## src/rxpm_map.svh

```systemverilog
// Purpose: offsets, field positions, reset values and timing counts of the mode controller
// Assumes: included by bare name wherever a count or offset is needed
// Notes: cycle counts derive from the times and the 250 MHz bus clock
`ifndef RXPM_MAP_SVH
`define RXPM_MAP_SVH

`define RXPM_HCLK_PERIOD_NS 4
`define RXPM_HCLK_KHZ 250000

// enable filter: least time, rounded up
`define RXPM_EN_FILTER_NS 10000
`define RXPM_EN_FILTER_CYC ((`RXPM_EN_FILTER_NS + `RXPM_HCLK_PERIOD_NS - 1) / `RXPM_HCLK_PERIOD_NS)

// clock activity thresholds: longest periods, rounded down
`define RXPM_ACTIVE_KHZ 3000
`define RXPM_ACTIVE_CYC (`RXPM_HCLK_KHZ / `RXPM_ACTIVE_KHZ)
`define RXPM_STANDBY_KHZ 500
`define RXPM_STANDBY_CYC (`RXPM_HCLK_KHZ / `RXPM_STANDBY_KHZ)

// pll multiplication factors
`define RXPM_MULT_ONE_LANE 5'h1E
`define RXPM_MULT_TWO_LANE 5'h0F
`define RXPM_MULT_THREE_LANE 5'h0A

// register offsets
`define RXPM_CTRL_OFS 8'h00
`define RXPM_STATUS_OFS 8'h04
`define RXPM_ERRCNT_OFS 8'h08
`define RXPM_CTRL_HOLD_BIT 0
`define RXPM_STATUS_MODE_LSB 0
`define RXPM_STATUS_LOCK_BIT 2
`define RXPM_STATUS_FAST_BIT 3
`define RXPM_STATUS_CMOK_BIT 4
`define RXPM_CTRL_RESET 1'h0

// payload layout
`define RXPM_VS_BIT 24
`define RXPM_HS_BIT 25
`define RXPM_DE_BIT 26
`define RXPM_STATIC_WORD 27'h3FFFFFF

`endif

```

## src/rxpm_pkg.sv

```systemverilog
// Purpose: types shared by the mode controller, parity checker and register slave
// Assumes: nothing
// Notes: all numbers live in rxpm_map.svh
package rxpm_pkg;

    typedef enum logic [1:0] {
        RXPM_SHUTDOWN = 2'b00,
        RXPM_STANDBY = 2'b01,
        RXPM_ACQUIRE = 2'b10,
        RXPM_RECEIVE = 2'b11
    } rxpm_mode_type;

    typedef struct packed {
        logic en_s1;
        logic en_s2;
        logic clk_s1;
        logic clk_s2;
        logic clk_d;
        logic cmh_s1;
        logic cmh_s2;
        logic cml_s1;
        logic cml_s2;
        logic lock_s1;
        logic lock_s2;
        logic [1:0] ls_s1;
        logic [1:0] ls_s2;
        logic [27:0] word_s1;
        logic [27:0] word_s2;
        logic [11:0] en_cnt;
        logic en_filt;
        logic [9:0] per_cnt;
        logic clk_fast;
        logic clk_slow;
        rxpm_mode_type mode;
        logic [4:0] mult;
    } rxpm_top_state_type;

    typedef struct packed {
        logic [27:0] pend;
        logic pend_ok;
        logic [26:0] out_word;
        logic pclk;
        logic perr;
        logic evt;
    } rxpm_par_state_type;

    typedef struct packed {
        logic ph_valid;
        logic ph_write;
        logic [7:0] ph_addr;
        logic hold_off;
        logic [15:0] errcnt;
        logic [31:0] rdata;
    } rxpm_reg_state_type;

endpackage

```

## src/rxpm_if.sv

```systemverilog
// Purpose: carrier between mode controller, parity checker and register slave
// Assumes: all signals on hclk
// Notes: rise, fall and perr_evt last one hclk cycle, perr lasts until the next link fall
`timescale 1ns/10ps
`default_nettype none
interface rxpm_if;
    import rxpm_pkg::*;
    logic hold_off;
    rxpm_mode_type mode;
    logic lock;
    logic clk_fast;
    logic cm_ok;
    logic receive;
    logic rise;
    logic fall;
    logic [27:0] word;
    logic [26:0] pix;
    logic pclk;
    logic perr;
    logic perr_evt;
    modport ctl (output mode, lock, clk_fast, cm_ok, receive, rise, fall, word, input hold_off, pix, pclk, perr);
    modport par (input receive, rise, fall, word, output pix, pclk, perr, perr_evt);
    modport regs (input mode, lock, clk_fast, cm_ok, perr_evt, output hold_off);
endinterface
`default_nettype wire

```

## src/rxpm_parity.sv

```systemverilog
// Purpose: odd parity check, output hold and error pulse per received word
// Assumes: word stable around the falling link edge
// Notes: word taken at the fall, presented at the next rise
`timescale 1ns/10ps
`default_nettype none
module rxpm_parity
    import rxpm_pkg::*;
(
    // clock and reset
    input wire logic hclk,
    input wire logic hresetn,
    // carrier
    rxpm_if.par bus
);
`include "rxpm_map.svh"

    rxpm_par_state_type r, nxt;

    always_comb begin
        nxt = r;
        nxt.evt = 1'b0;
        if (!bus.receive) begin
            // static pattern outside receive, no checking
            nxt.out_word = `RXPM_STATIC_WORD;
            nxt.pclk = 1'b0;
            nxt.perr = 1'b0;
            nxt.pend_ok = 1'b0;
        end else begin
            if (bus.fall) begin
                nxt.pend = bus.word;
                nxt.pend_ok = 1'b1;
                nxt.pclk = 1'b0;
                // half a pixel period after the data transition
                nxt.perr = 1'b0;
            end
            if (bus.rise) begin
                nxt.pclk = 1'b1;
                if (r.pend_ok) begin
                    // 27 payload bits plus parity must sum odd
                    if (^r.pend) begin
                        nxt.out_word = r.pend[26:0];
                    end else begin
                        // bad word dropped, last good word repeats
                        nxt.perr = 1'b1;
                        nxt.evt = 1'b1;
                    end
                end
            end
        end
    end

    always_ff @(posedge hclk or negedge hresetn) begin
        if (!hresetn) begin
            r <= '0;
        end else begin
            r <= nxt;
        end
    end

    assign bus.pix = r.out_word;
    assign bus.pclk = r.pclk;
    assign bus.perr = r.perr;
    assign bus.perr_evt = r.evt;

endmodule
`default_nettype wire

```

## src/rxpm_regs.sv

```systemverilog
// Purpose: AHB-Lite slave with control, status and parity error count
// Assumes: single word transfers only
// Notes: zero wait states, response always OKAY
`timescale 1ns/10ps
`default_nettype none
module rxpm_regs
    import rxpm_pkg::*;
(
    // clock and reset
    input wire logic hclk,
    input wire logic hresetn,
    // ahb-lite
    input wire logic hsel,
    input wire logic [31:0] haddr,
    input wire logic [1:0] htrans,
    input wire logic hwrite,
    input wire logic [2:0] hsize,
    input wire logic [31:0] hwdata,
    input wire logic hready,
    output logic hreadyout,
    output logic hresp,
    output logic [31:0] hrdata,
    // carrier
    rxpm_if.regs bus
);
`include "rxpm_map.svh"

    rxpm_reg_state_type r, nxt;
    logic clr;

    // read data is fixed at the address phase so hrdata comes from a flop
    function automatic logic [31:0] read_of(input logic [7:0] a, input rxpm_reg_state_type s,
                                            input rxpm_mode_type m, input logic lk, input logic fs,
                                            input logic ck);
        logic [31:0] v;
        v = 32'h0;
        case (a)
            `RXPM_CTRL_OFS: v[`RXPM_CTRL_HOLD_BIT] = s.hold_off;
            `RXPM_STATUS_OFS: begin
                v[`RXPM_STATUS_MODE_LSB +: 2] = m;
                v[`RXPM_STATUS_LOCK_BIT] = lk;
                v[`RXPM_STATUS_FAST_BIT] = fs;
                v[`RXPM_STATUS_CMOK_BIT] = ck;
            end
            `RXPM_ERRCNT_OFS: v[15:0] = s.errcnt;
            default: v = 32'h0;
        endcase
        return v;
    endfunction

    always_comb begin
        nxt = r;
        clr = 1'b0;
        if (r.ph_valid && r.ph_write) begin
            if (r.ph_addr == `RXPM_CTRL_OFS) begin
                nxt.hold_off = hwdata[`RXPM_CTRL_HOLD_BIT];
            end
            clr = (r.ph_addr == `RXPM_ERRCNT_OFS);
        end
        // a new error in the clearing cycle is still counted
        if (bus.perr_evt) begin
            nxt.errcnt = clr ? 16'h0001 : r.errcnt + 16'h0001;
        end else if (clr) begin
            nxt.errcnt = 16'h0000;
        end
        nxt.ph_valid = hsel && hready && htrans[1];
        if (nxt.ph_valid) begin
            nxt.ph_write = hwrite;
            nxt.ph_addr = haddr[7:0];
            nxt.rdata = read_of(haddr[7:0], r, bus.mode, bus.lock, bus.clk_fast, bus.cm_ok);
        end
    end

    always_ff @(posedge hclk or negedge hresetn) begin
        if (!hresetn) begin
            r <= '0;
        end else begin
            r <= nxt;
        end
    end

    assign hreadyout = 1'b1;
    assign hresp = 1'b0;
    assign hrdata = r.rdata;
    assign bus.hold_off = r.hold_off;

endmodule
`default_nettype wire

```

## src/rxpm_top.sv

```systemverilog
// Purpose: operating mode controller and parity checked pixel bus of a serial video receiver
// Assumes: analog comparators and pll lock arrive as asynchronous levels
// Notes: the link clock is sampled by hclk, its edges found after two flops
//
// Our own choices: the register addresses and the AHB-Lite slave port.
`timescale 1ns/10ps
`default_nettype none
// the map must precede the header, whose parameter defaults use its counts
`include "rxpm_map.svh"
module rxpm_top
    import rxpm_pkg::*;
#(
    parameter int EN_FILTER_CYC = `RXPM_EN_FILTER_CYC,
    parameter int ACTIVE_CYC = `RXPM_ACTIVE_CYC,
    parameter int STANDBY_CYC = `RXPM_STANDBY_CYC
)
(
    // clock and reset
    input wire logic hclk,
    input wire logic hresetn,
    // ahb-lite register bus
    input wire logic hsel,
    input wire logic [31:0] haddr,
    input wire logic [1:0] htrans,
    input wire logic hwrite,
    input wire logic [2:0] hsize,
    input wire logic [31:0] hwdata,
    input wire logic hready,
    output logic hreadyout,
    output logic hresp,
    output logic [31:0] hrdata,
    // control pins
    input wire logic receiver_enable_pin,
    input wire logic link_select_low,
    input wire logic link_select_high,
    // link side, all asynchronous
    input wire logic link_clock_pin,
    input wire logic cm_above_standby,
    input wire logic cm_below_active,
    input wire logic pll_lock_in,
    input wire logic [27:0] rx_word,
    // analog block controls
    output logic line_rx_enable,
    output logic pll_enable,
    output logic monitor_enable,
    output logic [4:0] pll_multiplier,
    // parallel pixel bus
    output logic [7:0] red_out,
    output logic [7:0] green_out,
    output logic [7:0] blue_out,
    output logic vertical_sync_out,
    output logic horizontal_sync_out,
    output logic display_enable_out,
    output logic pixel_clock_out,
    output logic parity_error_pulse
);

    rxpm_top_state_type r, nxt;
    rxpm_if bus ();

    logic rise;
    logic fall;
    logic en_req;
    logic standby_cond;
    logic wake;

    // lane count to pll factor; the reserved code falls back to one lane
    function automatic logic [4:0] mult_of(input logic [1:0] ls);
        logic [4:0] m;
        m = `RXPM_MULT_ONE_LANE;
        case (ls)
            2'h0: m = `RXPM_MULT_ONE_LANE;
            2'h1: m = `RXPM_MULT_TWO_LANE;
            2'h2: m = `RXPM_MULT_THREE_LANE;
            default: m = `RXPM_MULT_ONE_LANE;
        endcase
        return m;
    endfunction

    assign rise = r.clk_s2 & ~r.clk_d;
    assign fall = ~r.clk_s2 & r.clk_d;
    // software hold acts exactly like the pin going low
    assign en_req = r.en_s2 & ~bus.hold_off;
    assign standby_cond = r.cmh_s2 | r.clk_slow;
    assign wake = r.clk_fast & r.cml_s2 & ~r.cmh_s2;

    always_comb begin
        nxt = r;

        // synchronisers
        nxt.en_s1 = receiver_enable_pin;
        nxt.en_s2 = r.en_s1;
        nxt.clk_s1 = link_clock_pin;
        nxt.clk_s2 = r.clk_s1;
        nxt.clk_d = r.clk_s2;
        nxt.cmh_s1 = cm_above_standby;
        nxt.cmh_s2 = r.cmh_s1;
        nxt.cml_s1 = cm_below_active;
        nxt.cml_s2 = r.cml_s1;
        nxt.lock_s1 = pll_lock_in;
        nxt.lock_s2 = r.lock_s1;
        nxt.ls_s1 = {link_select_high, link_select_low};
        nxt.ls_s2 = r.ls_s1;
        nxt.word_s1 = rx_word;
        nxt.word_s2 = r.word_s1;

        // enable filter: a change counts only after it has stood over 10 us
        if (en_req != r.en_filt) begin
            if (r.en_cnt >= 12'(EN_FILTER_CYC)) begin
                nxt.en_filt = en_req;
                nxt.en_cnt = 12'h000;
            end else begin
                nxt.en_cnt = r.en_cnt + 12'h001;
            end
        end else begin
            nxt.en_cnt = 12'h000;
        end

        // clock activity monitor, idle in shutdown so the link is ignored
        if (r.mode == RXPM_SHUTDOWN) begin
            nxt.per_cnt = 10'h000;
            nxt.clk_fast = 1'b0;
            nxt.clk_slow = 1'b1;
        end else if (rise) begin
            // period under the 3 MHz limit counts as fast
            nxt.clk_fast = (r.per_cnt < 10'(ACTIVE_CYC));
            nxt.clk_slow = 1'b0;
            nxt.per_cnt = 10'h000;
        end else if (r.per_cnt >= 10'(STANDBY_CYC)) begin
            // no edge within a 500 kHz period
            nxt.clk_slow = 1'b1;
            nxt.clk_fast = 1'b0;
        end else begin
            nxt.per_cnt = r.per_cnt + 10'h001;
        end

        // pll factor is taken from the lane select pins
        nxt.mult = mult_of(r.ls_s2);

        // mode controller
        if (!r.en_filt) begin
            nxt.mode = RXPM_SHUTDOWN;
        end else begin
            case (r.mode)
                RXPM_SHUTDOWN: begin
                    nxt.mode = RXPM_STANDBY;
                end
                RXPM_STANDBY: begin
                    if (wake) begin
                        nxt.mode = RXPM_ACQUIRE;
                    end
                end
                RXPM_ACQUIRE: begin
                    // a 3 to 4 MHz clock may lock badly; nothing here can tell
                    if (standby_cond || !wake) begin
                        nxt.mode = RXPM_STANDBY;
                    end else if (r.lock_s2) begin
                        nxt.mode = RXPM_RECEIVE;
                    end
                end
                RXPM_RECEIVE: begin
                    if (standby_cond) begin
                        nxt.mode = RXPM_STANDBY;
                    end else if (!r.lock_s2) begin
                        nxt.mode = RXPM_ACQUIRE;
                    end
                end
                default: begin
                    nxt.mode = RXPM_SHUTDOWN;
                end
            endcase
        end
    end

    always_ff @(posedge hclk or negedge hresetn) begin
        if (!hresetn) begin
            r <= '0;
        end else begin
            r <= nxt;
        end
    end

    // carrier toward checker and registers
    assign bus.mode = r.mode;
    assign bus.lock = r.lock_s2;
    assign bus.clk_fast = r.clk_fast;
    assign bus.cm_ok = r.cml_s2 & ~r.cmh_s2;
    // checking and data only in receive, with clock and lock present
    assign bus.receive = (r.mode == RXPM_RECEIVE);
    assign bus.rise = rise;
    assign bus.fall = fall;
    assign bus.word = r.word_s2;

    rxpm_parity u_parity (
        .hclk(hclk),
        .hresetn(hresetn),
        .bus(bus)
    );

    rxpm_regs u_regs (
        .hclk(hclk),
        .hresetn(hresetn),
        .hsel(hsel),
        .haddr(haddr),
        .htrans(htrans),
        .hwrite(hwrite),
        .hsize(hsize),
        .hwdata(hwdata),
        .hready(hready),
        .hreadyout(hreadyout),
        .hresp(hresp),
        .hrdata(hrdata),
        .bus(bus)
    );

    // analog power controls follow the mode
    assign monitor_enable = (r.mode != RXPM_SHUTDOWN);
    assign pll_enable = (r.mode == RXPM_ACQUIRE) || (r.mode == RXPM_RECEIVE);
    assign line_rx_enable = pll_enable;
    assign pll_multiplier = r.mult;

    // pixel bus from checker flops, static pattern outside receive
    assign red_out = bus.pix[23:16];
    assign green_out = bus.pix[15:8];
    assign blue_out = bus.pix[7:0];
    assign vertical_sync_out = bus.pix[`RXPM_VS_BIT];
    assign horizontal_sync_out = bus.pix[`RXPM_HS_BIT];
    assign display_enable_out = bus.pix[`RXPM_DE_BIT];
    assign pixel_clock_out = bus.pclk;
    assign parity_error_pulse = bus.perr;

endmodule
`default_nettype wire

```

## config.mk

```make
export PLATFORM = sky130hd
export DESIGN_NAME = rxpm_top
export DESIGN_NICKNAME = d
export VERILOG_FILES = /design/src/rxpm_pkg.sv /design/src/rxpm_if.sv /design/src/rxpm_parity.sv /design/src/rxpm_regs.sv /design/src/rxpm_top.sv
export VERILOG_INCLUDE_DIRS = /design/src
export SDC_FILE = /design/constraint.sdc
export NUM_CORES = 1
export LEC_CHECK = 0
export BUFFER_PORTS_ARGS = -buffer_cell sky130_fd_sc_hd__buf_2
export CORE_UTILIZATION = 49
export CTS_CLUSTER_DIAMETER = 60
export DETAILED_ROUTE_END_ITERATION = 16
export PLACE_DENSITY = 0.76
export SYNTH_ARGS = -nofsm -noshare
export SYNTH_HDL_FRONTEND = slang
export SYNTH_SLANG_ARGS = --single-unit
```

## constraint.sdc

```tcl
create_clock -name hclk -period 1.9 [get_ports hclk]
set_input_delay 0.57 -clock hclk [delete_from_list [all_inputs] [get_ports hclk]]
set_output_delay 0.57 -clock hclk [all_outputs]
set_load 0.01 [all_outputs]
```

==> summary.txt, run 1 <==
Status
  • Failing checks: negative setup slack
  • Status: complete, but fails checks

Drt
  • Vias per Instance: 4.87
  • Via count: 4,888
  • Pre-antenna DRT Iters: 5
  • DRC viols: 0
  • Avg WL per Cell: about 14 microns
  • Initial DRC count: around 200
  • Final WL: roughly 15 mm
  • Remaining antenna violation count: 0

Global route
  • Initial antenna violation count: 0
  • Vias in the first global route: just over 5k
  • GRT Util Overall: 0.174
  • Total grt overflow: 0
  • Largest net degree at the start of global routing: between 50 and 60
  • First-pass GRT wire length: ~25 mm

Min path
  • Hold Path Class: input port to flop

Placement
  • Input/output buffers: 102
  • DP Wirelength: between 9 and 10 mm
  • Routability cong.: between 0.8 and 0.9

Cells and area
  • Fill cells: about 1.2k
  • Area occupied by multi-input gates: 2590 sq um
  • Layout cells sized above 1: 0.313
  • ANT cells: 0
  • FF/Latch Area: 5110 sq um
  • Layout area overhead: 19.4%
  • Final design utilization: 0.608
  • Net count, final: 891

Clocking
  • Deepest clock path buffer count: 3
  • CTS clk-pin slew, worst paths: roughly 0.060 ns
  • CTS tree: yes
  • Root Buffer: clkbuf_16
  • # H-tree levels: 1
  • Worst-Skew Late Latency: 0.49 ns
  • CTS sink count: 204
  • CTS Buf Count: 21

STA
  • Worst Skew: 0.0140 ns
  • FMAX: ~0.45 GHz
  • Setup violations, final: 27
  • Slack of the critical path: -0.319 ns
  • Fin crit share: 1.17
  • Minimum clock period: about 2.2 ns
  • RSZ-0062 raised after global routing: yes
  • Hold Fails Final Rpt: 0
  • Final-report max-slew violation count: 0

Yosys
  • Mapped Cells: 659
  • Post-synth cell types: 43
  • Seq cells post-synth: roughly 200
  • Post-synthesis sequential area ratio: 0.621
  • Syn avg cell area: 12.5 sq um
  • Number of synthesis warnings: 0
  • Synthesized area: around 8200 sq um

Critical path
  • Startpoint type of the worst setup path: flop
  • Setup CP Type: flop to flop
  • Arr. time, crit path: around 2.6 ns
  • CP max FO: 6
  • CP required: 2.29 ns
  • Nature of the critical path endpoint: flop

Power
  • Leakage dissipation: between 4 and 5 nW
  • Final Total Pwr: ~8.5 mW
  • Peak supply drop: 0.000596 V
  • PwrDens: between 800 and 900 nW/um^2

Floorplanning
  • # IOs: 180
  • Die X: between 100 and 150 microns
  • Std-Cell Core Area: about 16,000 sq um
  • Die height: between 100 and 150 microns
  • Row count: 46
  • Starting Density: 0.510
  • Die area: 17,300 sq um

Job
  • Max_cap viols: 0
## power breakdown
part | leakage (nW) | switching (mW) | total, mW | internal [mW]
registers | 2.51 | 0.0600 | 4.53 | 4.47
clock network | 0.305 | 1.53 | 3.68 | 2.15
logic | 1.73 | 0.176 | 0.291 | 0.115
total | 4.55 | 1.76 | 8.50 | 6.74
## final timing paths
check                                      startpoint  cells after the start                              end  slack, ns
setup / recovery           u_parity.r[32]$_DFFE_PN0P_                      8  u_parity.bus.pix[9]$_DFFE_PN0P_      -0.32
hold / removal                            rx_word[14]                      1                nxt[46]$_DFF_PN0_       0.18
setup reg to reg           u_parity.r[32]$_DFFE_PN0P_                      8  u_parity.bus.pix[9]$_DFFE_PN0P_      -0.32
hold reg to reg                     nxt[56]$_DFF_PN0_                      0           bus.word[24]$_DFF_PN0_       0.35
max in group asynchronous                     hresetn                      3     u_regs.hrdata[8]$_DFFE_PN0P_       0.76
min in group asynchronous                     hresetn                      2    u_regs.hrdata[10]$_DFFE_PN0P_       0.57
## state kept, by name, summed over array words and instances (netlist names)
| signal | flops |
|---|---|
| bus.clk_fast | 1 |
| bus.lock | 1 |
| bus.mode | 2 |
| bus.word | 28 |
| nxt | 36 |
| pll_multiplier | 4 |
| r | 30 |
| u_parity.bus.pclk | 1 |
| u_parity.bus.perr | 1 |
| u_parity.bus.perr_evt | 1 |
| u_parity.bus.pix | 27 |
| u_parity.r | 29 |
| u_regs.bus.hold_off | 1 |
| u_regs.hrdata | 16 |
| u_regs.r | 26 |
## cell usage after synthesis (all sizes together)
| cell type | count | share of area |
|---|---|---|
| or2 | 2 | 0.0015 |
| a21boi | 1 | 0.00091 |
| a22oi | 4 | 0.0037 |
| inv | 13 | 0.0059 |
| nor4 | 3 | 0.0023 |
| clkbuf | 19 | 0.0087 |
| a21oi | 21 | 0.013 |
| nand4 | 6 | 0.0046 |
| nor3b | 1 | 0.00091 |
| nand2b | 4 | 0.0030 |
| and2 | 5 | 0.0038 |
| nand3 | 17 | 0.010 |
| o21ai | 6 | 0.0037 |
| a211oi | 1 | 0.00091 |
| dfrtp | 204 | 0.62 |
| mux2 | 38 | 0.052 |
| xnor2 | 33 | 0.036 |
| nand2 | 23 | 0.011 |
| buf | 68 | 0.065 |
| nor2b | 8 | 0.0064 |
| mux2i | 29 | 0.035 |
| or4 | 1 | 0.00091 |
| and4 | 2 | 0.0021 |
| a31oi | 3 | 0.0023 |
| o31ai | 2 | 0.0018 |
| and3 | 6 | 0.0046 |
| nor2 | 89 | 0.041 |
| nand3b | 2 | 0.0018 |
| xnor3 | 2 | 0.0055 |
| xor2 | 22 | 0.023 |
| conb | 2 | 0.00091 |
| nor3 | 2 | 0.0012 |
| o211ai | 1 | 0.00091 |
| ha | 7 | 0.011 |
| a22o | 11 | 0.012 |
| nor4b | 1 | 0.0011 |
## cell type report
type | instances | area share
Inverter | 13 | 0.00498
Tap cell | 216 | 0.0276
Clock buffer | 31 | 0.0605
Timing Repair Buffer | 163 | 0.119
Sequential cell | 204 | 0.521
Clock inverter | 4 | 0.00242
Multi-Input combinational cell | 372 | 0.265
## cells in the final DEF, fill, tap and decap left out, types with 3 or more instances in the layout
| master | count |
|---|---|
| mux2i_2 | 5 |
| nand3_1 | 17 |
| nand2_2 | 3 |
| a22o_1 | 11 |
| nor2b_1 | 6 |
| a22oi_1 | 4 |
| a31oi_1 | 3 |
| a21oi_1 | 21 |
| nor2_1 | 89 |
| buf_6 | 4 |
| dfrtp_1 | 203 |
| mux2i_1 | 24 |
| buf_2 | 99 |
| inv_1 | 13 |
| clkbuf_8 | 4 |
| buf_4 | 44 |
| nand4_1 | 6 |
| clkbuf_16 | 22 |
| xor2_1 | 22 |
| and3_1 | 6 |
| o21ai_1 | 4 |
| ha_1 | 7 |
| clkbuf_1 | 7 |
| xnor2_1 | 30 |
| nand2b_1 | 4 |
| conb_1 | 19 |
| xnor2_2 | 3 |
| and2_1 | 5 |
| mux2_2 | 37 |
| clkinv_2 | 3 |
| buf_12 | 11 |
| nand2_1 | 20 |
## layer usage
layer	vias up	track usage	part of all wire
met1	2419	0.217	0.41
met4	0	0.0536	0.017
met3	23	0.0262	0.044
li1	2324	-	-
met2	122	0.311	0.53
met5	-	0	0
## per-stage QoR
stage          instances  TNS [ns]  area [sq um]  worst slack (ns)  hold slack [ns]
6_report            1003     -7.46          9810            -0.319            0.181
5_1_grt             1003     -9.78          9810            -0.399            0.168
2_1_floorplan        676     -1.22          8280           -0.0609            0.274
3_3_place_gp         957     -5.34          8950            -0.226            0.333
4_1_cts              997     -6.46          9630            -0.272            0.165
3_5_place_dp         957     -6.54          8950            -0.305            0.335
## cell families (layout without fill, tap and decap cells)
group | count (synthesis) | after routing | synth area share
muxes | 67 | 67 | 0.0874
and+or+nand+nor | 172 | 172 | 0.0958
AOI/OAI and AO/OA | 50 | 50 | 0.0387
buffers and inverters | 100 | 211 | 0.0800
other | 2 | 19 | 0.000914
adders and majority gates | 7 | 7 | 0.0107
xor gates and xnor gates | 57 | 57 | 0.0650
DFF | 204 | 204 | 0.621
## worst max-delay path, stage by stage (launching register included)
cell	delay [ns]
dfrtp_1	0.41
xnor2_2	0.15
xnor2_1	0.19
xnor3_1	0.46
xnor3_2	0.28
nor2b_4	0.14
buf_12	0.13
buf_8	0.14
mux2i_2	0.22
## repair_timing
item | 4_1_cts | 5_1_grt
hold buffers | 1 | 0
setup endpoints to repair | 28 | 57
hold endpoints to repair | 27 | 0
resized for setup | 8 | 20
gates cloned | 0 | 1
pin swaps | 3 | 3
buffers inserted | 4 | 5
Power figures use the tool's default switching activity.
==> run 2, diff against run 1 <==
RECOVER_POWER = 25   (was default)
==> run 2 against run 1 <==
Hold slack is essentially flat. Sequential share of layout area grew 0.086 points. Total power is essentially flat. Critical path depth is the same. Sequential cell count is the same. Setup slack lost 0.0014 ns. Largest power group unchanged. Clock power is essentially flat. Sequential power is essentially flat. The run still ends with negative setup slack left. Non-clock buffer count is the same. Count of clock-buffer cells in the layout is the same.
==> summary.txt, run 2 (same netlist as run 1, synthesis figures left out) <==
Status
  • Status: complete, but fails checks
  • Failing checks: negative setup slack

Floorplanning
  • Die height: 131 microns (unchanged)
  • # IOs: 180 (unchanged)
  • Row count: 46 (unchanged)
  • Starting Density: 0.510 (unchanged)
  • Die area: 17,300 sq um (unchanged)
  • Std-Cell Core Area: 16,100 sq um (unchanged)
  • Die X: 131 microns (unchanged)

Critical path
  • Nature of the critical path endpoint: flop
  • CP max FO: 6 (unchanged)
  • CP required: 2.29 ns (about the same)
  • Arr. time, crit path: 2.61 ns (about the same)
  • Crit path launch: u_parity.r[32]$_DFFE_PN0P_
  • Setup CP Type: flop to flop
  • Startpoint type of the worst setup path: flop
  • R2R Path Start: u_parity.r[32]$_DFFE_PN0P_

STA
  • RSZ-0062 raised after global routing: yes
  • Relative slew slack: 0.342
  • Minimum clock period: 2.22 ns (+0.00140 ns)
  • Slack of the critical path: -0.320 ns (-0.00140 ns)
  • Tightest Pin Transition: approximately 1 ns
  • Setup TNS: -7.48 ns (-0.0237 ns)
  • FMAX: 0.450 GHz (about the same)
  • Hold Fails Final Rpt: 0 (unchanged)
  • Final-report max-slew violation count: 0 (unchanged)
  • Worst Skew: 0.0142 ns (+0.000214 ns)
  • Setup violations, final: 27 (unchanged)
  • Fin crit share: 1.17 (about the same)

Drt
  • Vias per Instance: 4.87 (about the same)
  • Remaining antenna violation count: 0 (unchanged)
  • Initial DRC count: 219 (+7.9%)
  • Via count: 4,887 (-0.020%)
  • Pre-antenna DRT Iters: 4 (-1)
  • Avg WL per Cell: 14.5 microns (+0.30%)
  • DRC viols: 0 (unchanged)
  • Final WL: 14.6 mm (+0.30%)

Power
  • PwrDens: 868 nW/um^2 (+0.17%)
  • Sequential fraction of design power: 0.533 (about the same)
  • Internal power: 6.73 mW (about the same)
  • Logic pwr share: 0.034 (about the same)
  • Switching pwr: 1.77 mW (+0.16%)
  • Power share of the clock group: 0.433 (about the same)
  • Net Sw Frac: 0.208 (+0.000325)
  • Leakage dissipation: 4.54 nW (-0.20%)
  • Peak supply drop: 0.000596 V (about the same)

Placement
  • Routability cong.: 0.837 (unchanged)
  • Input/output buffers: 102 (unchanged)
  • DP Wirelength: 9.93 mm (unchanged)
  • DP Worst Slack: -0.305 ns (unchanged)

Cells and area
  • ANT cells: 0 (unchanged)
  • Fill cells: 1,246 (+0.56%)
  • Net count, final: 891 (unchanged)
  • Layout cells sized above 1: 0.310 (-0.00254)
  • Layout area overhead: 19.2%
  • Number of flip-flops in the largest register: 36 (unchanged)
  • Most frequent cells in the layout: 203 x dfrtp_1, 99 x buf_2, 89 x nor2_1
  • Commonest non-fill, non-tap cell in the layout: dfrtp_1

Global route
  • Most used routing layer: met2
  • Met1 Use GR: 0.217 (unchanged)
  • Total grt overflow: 0 (unchanged)
  • Global routing usage on met2: 0.311 (unchanged)
  • GRT Util Overall: 0.174 (unchanged)
  • Grt met3 use: 0.0262 (unchanged)
  • First-pass GRT wire length: 24.8 mm (unchanged)
  • Vias in the first global route: 5,186 (unchanged)
  • Initial antenna violation count: 0 (unchanged)
  • Largest net degree at the start of global routing: 57 (unchanged)

Clocking
  • CTS clk-pin slew, worst paths: 0.06 ns (about the same)
  • Deepest clock path buffer count: 3 (unchanged)
  • CTS tree: yes
  • CTS Buf Count: 21 (unchanged)
  • Worst-Skew Late Latency: 0.49 ns (about the same)
  • CTS sink count: 204 (unchanged)
  • Root Buffer: clkbuf_16
  • # H-tree levels: 1 (unchanged)

Min path
  • Hold Path Class: input port to flop
  • Hold_sp: rx_word[14]

Job
  • Max_cap viols: 0 (unchanged)
[run 2: changes by cell type in the layout (fill, tap and decap cells not counted), sizes merged]
cell    before  now
buf        160  158
clkbuf      33   35
[run 2: power groups by stage]
| stage | combinational (mW) | sequential (mW) | clock (mW) |
|---|---|---|---|
| floorplan | 0.136 | 4.58 | 0 |
| CTS | 0.295 | 4.53 | 3.79 |
| global placement | 0.278 | 4.59 | 0 |
| detailed placement | 0.292 | 4.60 | 0 |
| finish | 0.288 | 4.53 | 3.68 |
| global route | 0.331 | 4.54 | 3.98 |
[run 2: per-stage QoR]
stage / hold WS (ns) / area, sq um / instances / total power [mW] / utilization
after floorplan: 0.274 / 8280 / 676 / 4.72 / -
after global placement: 0.333 / 8950 / 957 / 4.87 / 0.555
after detailed placement: 0.335 / 8950 / 957 / 4.90 / 0.555
after CTS: 0.165 / 9630 / 997 / 8.61 / 0.598
after global routing: 0.168 / 9790 / 1003 / 8.85 / 0.607
final: 0.181 / 9790 / 1003 / 8.50 / 0.607
[run 2: worst paths after layout]
kind / endpoint / slack, ns / cells past startpoint
max in group asynchronous: u_regs.hrdata[8]$_DFFE_PN0P_ / 0.27 / 3
hold / removal: nxt[46]$_DFF_PN0_ / 0.18 / 1
hold reg to reg: bus.word[24]$_DFF_PN0_ / 0.35 / 0
min in group asynchronous: u_regs.hrdata[11]$_DFFE_PN0P_ / 0.79 / 2
setup / recovery: u_parity.bus.pix[9]$_DFFE_PN0P_ / -0.32 / 8
setup reg to reg: u_parity.bus.pix[9]$_DFFE_PN0P_ / -0.32 / 8
[run 2: per-layer routing]
layer / vias to the layer above / routed length (microns)
li1: 2321 / -
met1: 2421 / 6040
met2: 120 / 7670
met3: 25 / 625
met4: 0 / 248
met5: - / 0
[run 2: final cells by class]
cell class	instances	area (sq um)	share of cell area
Clock buffer	31	593	0.0606
Timing Repair Buffer	163	1150	0.118
Multi-Input combinational cell	372	2590	0.265
Clock inverter	4	23.8	0.00243
Inverter	13	48.8	0.00498
Tap cell	216	270	0.0276
Sequential cell	204	5110	0.522
[run 2: critical path, stage by stage, from the launching register on]
cell and delay, ns:
dfrtp_1 0.41, xnor2_2 0.15, xnor2_1 0.19, xnor3_1 0.46, xnor3_2 0.28, nor2b_4 0.14
buf_12 0.13, buf_8 0.14, mux2i_2 0.22
[run 2: what timing repair did]
item | in CTS | in global routing
gates cloned | 0 | 1
hold buffers | 1 | 0
buffers inserted | 4 | 5
hold endpoints to repair | 27 | 0
resized for setup | 8 | 20
pin swaps | 3 | 3
endpoints found under the setup margin | 28 | 57
